`src/nvmem_regs.vh`:
```
`ifndef NVMEM_REGS_VH
`define NVMEM_REGS_VH

// ----------------------------------------
// Register locations
// ----------------------------------------
`define NV_CTRL_ADDR 8'h40
`define NV_CTRL_BANK 1'h1
`define NV_ADDR_SFR 8'h1E
`define NV_DATA_SFR 8'h1F
`define NV_BANK_SFR 8'h04

// ----------------------------------------
// Control register fields
// ----------------------------------------
`define NV_WPERMIT_BIT 3
`define NV_WGO_BIT 2
`define NV_RPERMIT_BIT 1
`define NV_RGO_BIT 0

// ----------------------------------------
// Sizes and reset values
// ----------------------------------------
`define NV_ADDR_W_SMALL 5
`define NV_ADDR_W_LARGE 6
`define NV_REG_RESET 8'h00
`define NV_BANK_RESET 1'h0
`define NV_ZERO_BYTE 8'h00

// ----------------------------------------
// Timing
// ----------------------------------------
`define NV_RD_CYCLES 2'h2
`define NV_WR_TICKS 4'h8
`define NV_CNT_ONE 4'h1
`define NV_RCNT_ONE 2'h1

`endif

```
`src/nv_data_memory.v`:
```
`timescale 1ns/1ns
`include "nvmem_regs.vh"

// What this block does
// - Byte array of 32 or 64 entries
// - One byte per access through three registers
// - Control register only at 0x40, bank 1
// - Address field five or six bits, rest zero
// - Write permit bit 3 gates every write
// - Write go bit 2 starts, self-clears after
// - Write go ignored unless permit already set
// - Read permit bit 1 gates every read
// - Read go bit 0 starts, self-clears after
// - Read go ignored unless permit already set
// - Addressed byte in data register after read
// - Data register holds until next operation
// - Write timed by asynchronous internal timer
// - Write end clears go and raises request
// - Power-on clears write permit
// - Power-on selects bank 0
// - Write end sets flag; vectoring clears it
module nv_data_memory #(
	parameter ADDR_W = `NV_ADDR_W_LARGE
) (
	input wire ref_clk,
	input wire nrst,
	input wire clk_en,
	input wire [7:0] sfr_addr,
	input wire sfr_indirect,
	input wire sfr_wr,
	input wire sfr_rd,
	input wire [7:0] sfr_wdata,
	output reg [7:0] sfr_rdata,
	input wire wr_timer_tick,
	input wire write_irq_enable,
	input wire global_irq_enable,
	input wire stack_full,
	input wire irq_ack,
	output wire irq_req,
	output reg write_complete_flag,
	output wire bank_selector,
	output wire nv_busy
);

localparam DEPTH = 1 << ADDR_W;

localparam ST_IDLE = 2'b00;
localparam ST_READ = 2'b01;
localparam ST_WRITE = 2'b10;

// ----------------------------------------
// Storage and registers
// ----------------------------------------
reg [7:0] mem [0:DEPTH-1];
reg [ADDR_W-1:0] nv_address_r;
reg [7:0] nv_data_r;
reg write_permit_r;
reg write_go_r;
reg read_permit_r;
reg read_go_r;
reg bank_selector_r;
reg [1:0] state_r;
reg [1:0] state_nxt;
reg [ADDR_W-1:0] op_addr_r;
reg [7:0] op_data_r;
reg [1:0] rd_cnt_r;
reg [3:0] tick_cnt_r;
reg [1:0] rd_cnt_nxt;
reg [3:0] tick_cnt_nxt;
reg write_permit_nxt;
reg read_permit_nxt;
reg write_go_nxt;
reg read_go_nxt;
reg flag_nxt;
reg [7:0] rdata_nxt;

wire direct_hit_addr;
wire direct_hit_data;
wire direct_hit_bank;
wire ctrl_hit;
wire ctrl_wr;
wire start_write;
wire start_read;
wire tick_edge;
wire write_done;
wire read_done;
wire [7:0] addr_padded;
wire [7:0] ctrl_view;
wire [7:0] bank_view;

// ----------------------------------------
// Decode
// ----------------------------------------
assign direct_hit_addr = !sfr_indirect && (sfr_addr == `NV_ADDR_SFR);
assign direct_hit_data = !sfr_indirect && (sfr_addr == `NV_DATA_SFR);
assign direct_hit_bank = !sfr_indirect && (sfr_addr == `NV_BANK_SFR);
// Reached only through the indirect window with bank 1 selected
assign ctrl_hit = sfr_indirect && (sfr_addr == `NV_CTRL_ADDR) &&
	(bank_selector_r == `NV_CTRL_BANK);
assign ctrl_wr = clk_en && sfr_wr && ctrl_hit;

// Permit must already stand before this write; write wins over read
assign start_write = ctrl_wr && sfr_wdata[`NV_WGO_BIT] &&
	write_permit_r && (state_r == ST_IDLE);
assign start_read = ctrl_wr && sfr_wdata[`NV_RGO_BIT] &&
	read_permit_r && !sfr_wdata[`NV_WGO_BIT] &&
	(state_r == ST_IDLE);

assign addr_padded = {{(8-ADDR_W){1'b0}}, nv_address_r};
assign ctrl_view = {4'h0, write_permit_r, write_go_r,
	read_permit_r, read_go_r};
assign bank_view = {7'h00, bank_selector_r};

// ----------------------------------------
// Write timer filter
// ----------------------------------------
// Tick comes from a free-running oscillator outside this domain
pin_filter tick_filter (
	.ref_clk(ref_clk),
	.nrst(nrst),
	.clk_en(clk_en),
	.pin(wr_timer_tick),
	.level(),
	.rise(tick_edge)
);

assign write_done = (state_r == ST_WRITE) && tick_edge &&
	(tick_cnt_r == `NV_CNT_ONE);
assign read_done = (state_r == ST_READ) && (rd_cnt_r == `NV_RCNT_ONE);

// ----------------------------------------
// Counter next values
// ----------------------------------------
// Freezing clk_en stretches an operation; it never aborts one
always @* begin
	rd_cnt_nxt = rd_cnt_r;
	tick_cnt_nxt = tick_cnt_r;
	if (start_read)
		rd_cnt_nxt = `NV_RD_CYCLES;
	else if (state_r == ST_READ)
		rd_cnt_nxt = rd_cnt_r - `NV_RCNT_ONE;
	// Tick count varies in system cycles with the timer phase
	if (start_write)
		tick_cnt_nxt = `NV_WR_TICKS;
	else if ((state_r == ST_WRITE) && tick_edge)
		tick_cnt_nxt = tick_cnt_r - `NV_CNT_ONE;
end

// ----------------------------------------
// Operation sequencer
// ----------------------------------------
always @* begin
	state_nxt = state_r;
	case (state_r)
	ST_IDLE: begin
		if (start_write)
			state_nxt = ST_WRITE;
		else if (start_read)
			state_nxt = ST_READ;
	end
	ST_READ: begin
		if (read_done)
			state_nxt = ST_IDLE;
	end
	ST_WRITE: begin
		if (write_done)
			state_nxt = ST_IDLE;
	end
	default: state_nxt = ST_IDLE;
	endcase
end

always @(posedge ref_clk or negedge nrst) begin
	if (!nrst) begin
		state_r <= ST_IDLE;
		op_addr_r <= {ADDR_W{1'b0}};
		op_data_r <= `NV_ZERO_BYTE;
		rd_cnt_r <= 2'h0;
		tick_cnt_r <= 4'h0;
	end else if (clk_en) begin
		state_r <= state_nxt;
		if (start_write || start_read) begin
			op_addr_r <= nv_address_r;
			op_data_r <= nv_data_r;
		end
		rd_cnt_r <= rd_cnt_nxt;
		tick_cnt_r <= tick_cnt_nxt;
	end
end

// ----------------------------------------
// Array write port
// ----------------------------------------
// Not reset: contents survive power loss
always @(posedge ref_clk) begin
	if (clk_en && write_done)
		mem[op_addr_r] <= op_data_r;
end

// ----------------------------------------
// Software registers
// ----------------------------------------
always @(posedge ref_clk or negedge nrst) begin
	if (!nrst) begin
		nv_address_r <= {ADDR_W{1'b0}};
		nv_data_r <= `NV_REG_RESET;
		bank_selector_r <= `NV_BANK_RESET;
	end else if (clk_en) begin
		if (sfr_wr && direct_hit_addr)
			nv_address_r <= sfr_wdata[ADDR_W-1:0];
		// Read result wins over a same-cycle software store
		if (read_done)
			nv_data_r <= mem[op_addr_r];
		else if (sfr_wr && direct_hit_data)
			nv_data_r <= sfr_wdata;
		if (sfr_wr && direct_hit_bank)
			bank_selector_r <= sfr_wdata[0];
	end
end

// Go bits: software may only set them; hardware alone clears
// Permits reload on every control write
always @* begin
	write_permit_nxt = write_permit_r;
	read_permit_nxt = read_permit_r;
	write_go_nxt = write_go_r;
	read_go_nxt = read_go_r;
	if (ctrl_wr) begin
		write_permit_nxt = sfr_wdata[`NV_WPERMIT_BIT];
		read_permit_nxt = sfr_wdata[`NV_RPERMIT_BIT];
	end
	if (start_write)
		write_go_nxt = 1'b1;
	else if (write_done)
		write_go_nxt = 1'b0;
	if (start_read)
		read_go_nxt = 1'b1;
	else if (read_done)
		read_go_nxt = 1'b0;
end

always @(posedge ref_clk or negedge nrst) begin
	if (!nrst) begin
		write_permit_r <= 1'b0;
		read_permit_r <= 1'b0;
		write_go_r <= 1'b0;
		read_go_r <= 1'b0;
	end else if (clk_en) begin
		write_permit_r <= write_permit_nxt;
		read_permit_r <= read_permit_nxt;
		write_go_r <= write_go_nxt;
		read_go_r <= read_go_nxt;
	end
end

// ----------------------------------------
// Write-complete request
// ----------------------------------------
// Completion in the acknowledge cycle keeps the flag set
always @* begin
	flag_nxt = write_complete_flag;
	if (write_done)
		flag_nxt = 1'b1;
	else if (irq_ack)
		flag_nxt = 1'b0;
end

always @(posedge ref_clk or negedge nrst) begin
	if (!nrst)
		write_complete_flag <= 1'b0;
	else if (clk_en)
		write_complete_flag <= flag_nxt;
end

assign irq_req = write_complete_flag && write_irq_enable &&
	global_irq_enable && !stack_full;

// ----------------------------------------
// Read data path
// ----------------------------------------
always @* begin
	rdata_nxt = `NV_ZERO_BYTE;
	if (direct_hit_addr)
		rdata_nxt = addr_padded;
	else if (direct_hit_data)
		rdata_nxt = nv_data_r;
	else if (direct_hit_bank)
		rdata_nxt = bank_view;
	else if (ctrl_hit)
		rdata_nxt = ctrl_view;
end

// Holds between reads so a late sample still sees the byte
always @(posedge ref_clk or negedge nrst) begin
	if (!nrst)
		sfr_rdata <= `NV_ZERO_BYTE;
	else if (clk_en && sfr_rd)
		sfr_rdata <= rdata_nxt;
end

assign bank_selector = bank_selector_r;
assign nv_busy = (state_r != ST_IDLE);

endmodule // nv_data_memory

// ----------------------------------------
// Three-flop pin filter
// ----------------------------------------
// A level counts once the second and third flops agree, so a
// metastable settle never makes a false edge
// Limitation: a pulse shorter than two cycles may be lost
module pin_filter (
	input wire ref_clk,
	input wire nrst,
	input wire clk_en,
	input wire pin,
	output wire level,
	output wire rise
);

reg [2:0] sync_r;
reg level_r;
wire agree;

assign agree = (sync_r[1] == sync_r[2]);
assign rise = agree && sync_r[2] && !level_r;
assign level = level_r;

always @(posedge ref_clk or negedge nrst) begin
	if (!nrst) begin
		sync_r <= 3'h0;
		level_r <= 1'b0;
	end else if (clk_en) begin
		sync_r <= {sync_r[1:0], pin};
		if (agree)
			level_r <= sync_r[2];
	end
end

endmodule // pin_filter

```
`config.mk`:
```
export PLATFORM = sky130hd
export DESIGN_NAME = nv_data_memory
export DESIGN_NICKNAME = d
export VERILOG_FILES = /design/src/nv_data_memory.v
export VERILOG_INCLUDE_DIRS = /design/src
export SDC_FILE = /design/constraint.sdc
export NUM_CORES = 1
export LEC_CHECK = 0
export ABC_AREA = 1
export BUFFER_PORTS_ARGS = -buffer_cell sky130_fd_sc_hd__buf_2
export CORE_MARGIN = 2
export CORE_UTILIZATION = 63
export DETAILED_ROUTE_END_ITERATION = 8
export PLACE_DENSITY_LB_ADDON = 0.05
export SKIP_LAST_GASP = 1
export SYNTH_ARGS = -nofsm -noshare
export SYNTH_HDL_FRONTEND = slang
export SYNTH_SLANG_ARGS = --single-unit
```
`constraint.sdc`:
```
create_clock -name ref_clk -period 3.06 [get_ports ref_clk]
set_input_delay 0.153 -clock ref_clk [delete_from_list [all_inputs] [get_ports ref_clk]]
set_output_delay 0.153 -clock ref_clk [all_outputs]
set_load 0.005 [all_outputs]
```
==> run_results.csv <==
group,metric,value,unit
final_layout,seq_area,16800,um2
clocking,clockRootBuffer,"clkbuf_16",
grt,grt_usage,29.3,%
final_layout,drive_gt1_share,10.8,%
routing,firstDrtPassIters,6,
run,maxCapViolCount,0,
power_and_ir_drop,ir_drop,0.525,mV
worst_setup_path,r2r_slack,140,ps
yosys,async_reset_ff_share,9.54,%
yosys,ys_types,36,
power_and_ir_drop,clkPwrFrac,44.9,%
sta,worst_hold_slack,34.9,ps
power_and_ir_drop,p_switching,3.12,mW
sta,rsz0062_at_grt,"true",
yosys,synth_nets,2376,
worst_setup_path,cp.depth,10,
routing,viasPerCell,5.42,
clocking,htree_levels,2,
yosys,ys_warn_count,0,
clocking,clock_path_buffers,3,
power_and_ir_drop,intPower,12.8,mW
sta,finalCritPeriodShare,95.5,%
power_and_ir_drop,p_per_area,574,nW/um2
floorplanning,io_pins,39,
yosys,syn-cell-area,24400,um2
floorplanning,dieHeight,201,um
power_and_ir_drop,p_leak,11.8,nW
floorplanning,die_w,201,um
sta,setup_viol,0,
worst_setup_path,arrival,3230,ps
yosys,synthesis.instances,2345,
clocking,clk_pin_slew,60,ps
worst_setup_path,end_kind,"flop",
routing,ant_nets,0,
yosys,ys_seq_elements,566,
grt,antenna_found_initial,0,
sta,period_needed,2920,ps
placement,pre_cts_slack,205,ps
status,status,"finished clean",
yosys,synth_edf_count,512,
worst_setup_path,critical_path.slowest_cell,"nand3_1",
final_layout,syn_to_final_growth,14.0,%
power_and_ir_drop,p_seq_share,53.1,%
yosys,ys_seq_area_share,68.6,%
placement,portBuffers,38,
grt,grt_pass1_vias,16000,
grt,grt_pass1_wl,89800,um
worst_setup_path,worstRegToRegCells,10,
final_layout,fin_util,72.4,%
worst_hold_path,min_from,"sfr_wr",
sta,slew_headroom,35.5,%
sta,drv_slew,0,
floorplanning,start_util,63.5,%
placement,place.gp.congestion,0.854,
yosys,ys.flop_type,"edfxtp_1",
routing,drt_wl_total,57700,um
worst_hold_path,hp-class,"input port to flop",
floorplanning,rows,72,
clocking,cts_buffers,57,
worst_hold_path,hold_depth,5,
placement,post-place-cells,2910,
sta,setup_ws,138,ps
final_layout,fill_cells,2833,
power_and_ir_drop,combPwrFrac,2.1,%
grt,grt_max_degree,139,
placement,dpl.hpwl,34100,um
worst_setup_path,timing.rr.end,"mem[26][2]",
routing,drc_errors,0,
worst_setup_path,cp_num_buf_inv,5,
final_layout,final_cells,3028,
power_and_ir_drop,switching_share,19.6,%
worst_setup_path,rr_startpoint,"tick_cnt_r[1]",
sta,timing.fmax,342,MHz
worst_setup_path,crit_chain,"inv_1 -> ha_1 -> inv_1 -> nor4_1 -> nand2_1 -> clkinv_1 -> nand3_1 -> buf_4 -> nor2_1 -> buf_4",
sta,hold_violations,0,
worst_setup_path,critPathRequiredTime,3370,ps
placement,placed_cell_area,25700,um2
worst_setup_path,critPathKind,"flop to flop",
routing,wl_per_cell,19.0,um
worst_setup_path,path_max_fanout,8,
worst_setup_path,cp-start-kind,"flop",
final_layout,multi_input_area,5650,um2
sta,worst_slew_pin_slew,967,ps
worst_setup_path,crit_family,"simple AND/OR/NAND/NOR gates",
floorplanning,die_area,40300,um2
clocking,cts_setup_buffers,0,
clocking,cts_tree,"done",
floorplanning,core,38400,um2
sta,fin_tns_setup,0,ps
final_layout,nets,2500,
worst_hold_path,hold_end,"read_permit_r",
clocking,cts_sinks,566,
final_layout,fin_area,27800,um2
grt,gr-total-overflow,0,
routing,vias,16400,
worst_setup_path,critPathMaxStageDelay,470,ps
clocking,insertion_delay,620,ps
yosys,syn_avg_cell_area,10.4,um2
sta,clock_skew,28.8,ps
routing,drt_iter0_markers,1471,
final_layout,antenna_cells,0,
power_and_ir_drop,finalPower,16.0,mW
## logic make-up (layout without fill, tap and decap cells)
kind of cell,count (synthesis),in the layout,synth area share [%]
AO/OA/AOI/OAI,183,183,4.62
XOR/XNOR,2,2,0.0719
adder cells (fa/ha/maj),4,4,0.205
buffers and inverters,500,665,8.29
flip-flops,566,566,68.6
multiplexers,1,1,0.0411
AND/OR/NAND/NOR,1089,1089,18.1
## cells in the mapped netlist (2+ instances only)
cell type | number | area (um2)
buf_2 | 48 | 240
a31oi_1 | 2 | 12.5
inv_1 | 396 | 1490
o211ai_1 | 77 | 578
clkinv_1 | 3 | 11.3
nor2_1 | 236 | 886
a21oi_1 | 9 | 45.0
nor4_1 | 3 | 18.8
inv_2 | 5 | 18.8
o21ai_1 | 14 | 70.1
or2_0 | 4 | 25.0
nor3_1 | 10 | 50.1
or2_2 | 19 | 119
or2_1 | 3 | 18.8
nand2_1 | 630 | 2360
o21ai_0 | 76 | 380
nand3_1 | 174 | 871
clkbuf_1 | 25 | 93.8
ha_1 | 4 | 50.1
nand4_1 | 6 | 37.5
buf_4 | 22 | 165
dfrtp_1 | 54 | 1350
edfxtp_1 | 512 | 15400
## cell usage in the layout (no fill, tap or decap), types with 3 or more instances in the layout
cell,instances
inv_2,5
clkbuf_16,58
buf_4,93
nor3_1,10
or2_1,3
nand2_1,630
nor2_1,232
a21oi_1,9
or2_2,19
buf_2,38
nand3_1,174
nor2_4,4
nor4_1,3
edfxtp_1,512
or2_0,4
o211ai_1,77
clkinv_1,9
inv_1,396
o21ai_0,76
clkbuf_1,8
bufinv_16,9
o21ai_1,14
nand4_1,6
dfrtp_2,3
clkinv_2,12
dfrtp_1,45
buf_12,11
ha_1,4
dfrtp_4,6
clkbuf_8,4
dlygate4sd3_1,18
## routing by layer
metal	track usage, %	vias up	part of all wire, %
met5	0	-	0
met4	9.58	0	2.7
met3	4.51	105	7.3
met2	48.7	589	48
met1	40.4	7856	42
li1	-	7851	-
## worst max path at each step
stage                            end  slack (ps)           from
after floorplan            mem[0][0]         920  tick_cnt_r[1]
after global placement    mem[26][4]         260  tick_cnt_r[1]
after detailed placement  mem[50][7]         210  tick_cnt_r[1]
after CTS                 mem[50][5]         200  tick_cnt_r[1]
after global routing      mem[58][1]          -4  tick_cnt_r[1]
final                     mem[26][2]         140  tick_cnt_r[1]
## final cells by class
cell class / count / share of cell area, %
flip-flops and latches: 566 / 60.3
multi-input cells: 1279 / 20.3
clock buffers: 71 / 5.56
inverters: 405 / 5.48
repair buffers: 160 / 4.64
well taps: 518 / 2.33
clock inverters: 29 / 1.37
## tightest hold or removal path: stages
cell and delay (ps):
buf_2 100, nand2_1 120, nor2_1 90, nand2_1 60
o21ai_0 60
## power groups by stage
stage          Clock, mW  Sequential (mW)  Combinational (mW)
2_1_floorplan          0             8.60               0.206
3_3_place_gp           0             8.62               0.296
3_5_place_dp           0             8.62               0.305
4_1_cts             7.21             8.46               0.327
5_1_grt             7.52             8.47               0.371
6_report            7.16             8.47               0.328
## what timing repair did
action	4_1_cts	5_1_grt
resized for setup	0	1
hold buffers	18	0
endpoints found under the hold margin	65	0
endpoints found under the setup margin	0	5
## registers in the layout, indices dropped and copies added, names as in the netlist, 2 cells and up
signal and flops:
op_addr_r 6, tick_cnt_r 4, tick_filter.sync_r 3, rd_cnt_r 2
nv_data_r 8, sfr_rdata 8, op_data_r 8, state_r 2
nv_address_r 6, mem 512
No activity file was read; power rests on OpenSTA's default activity.
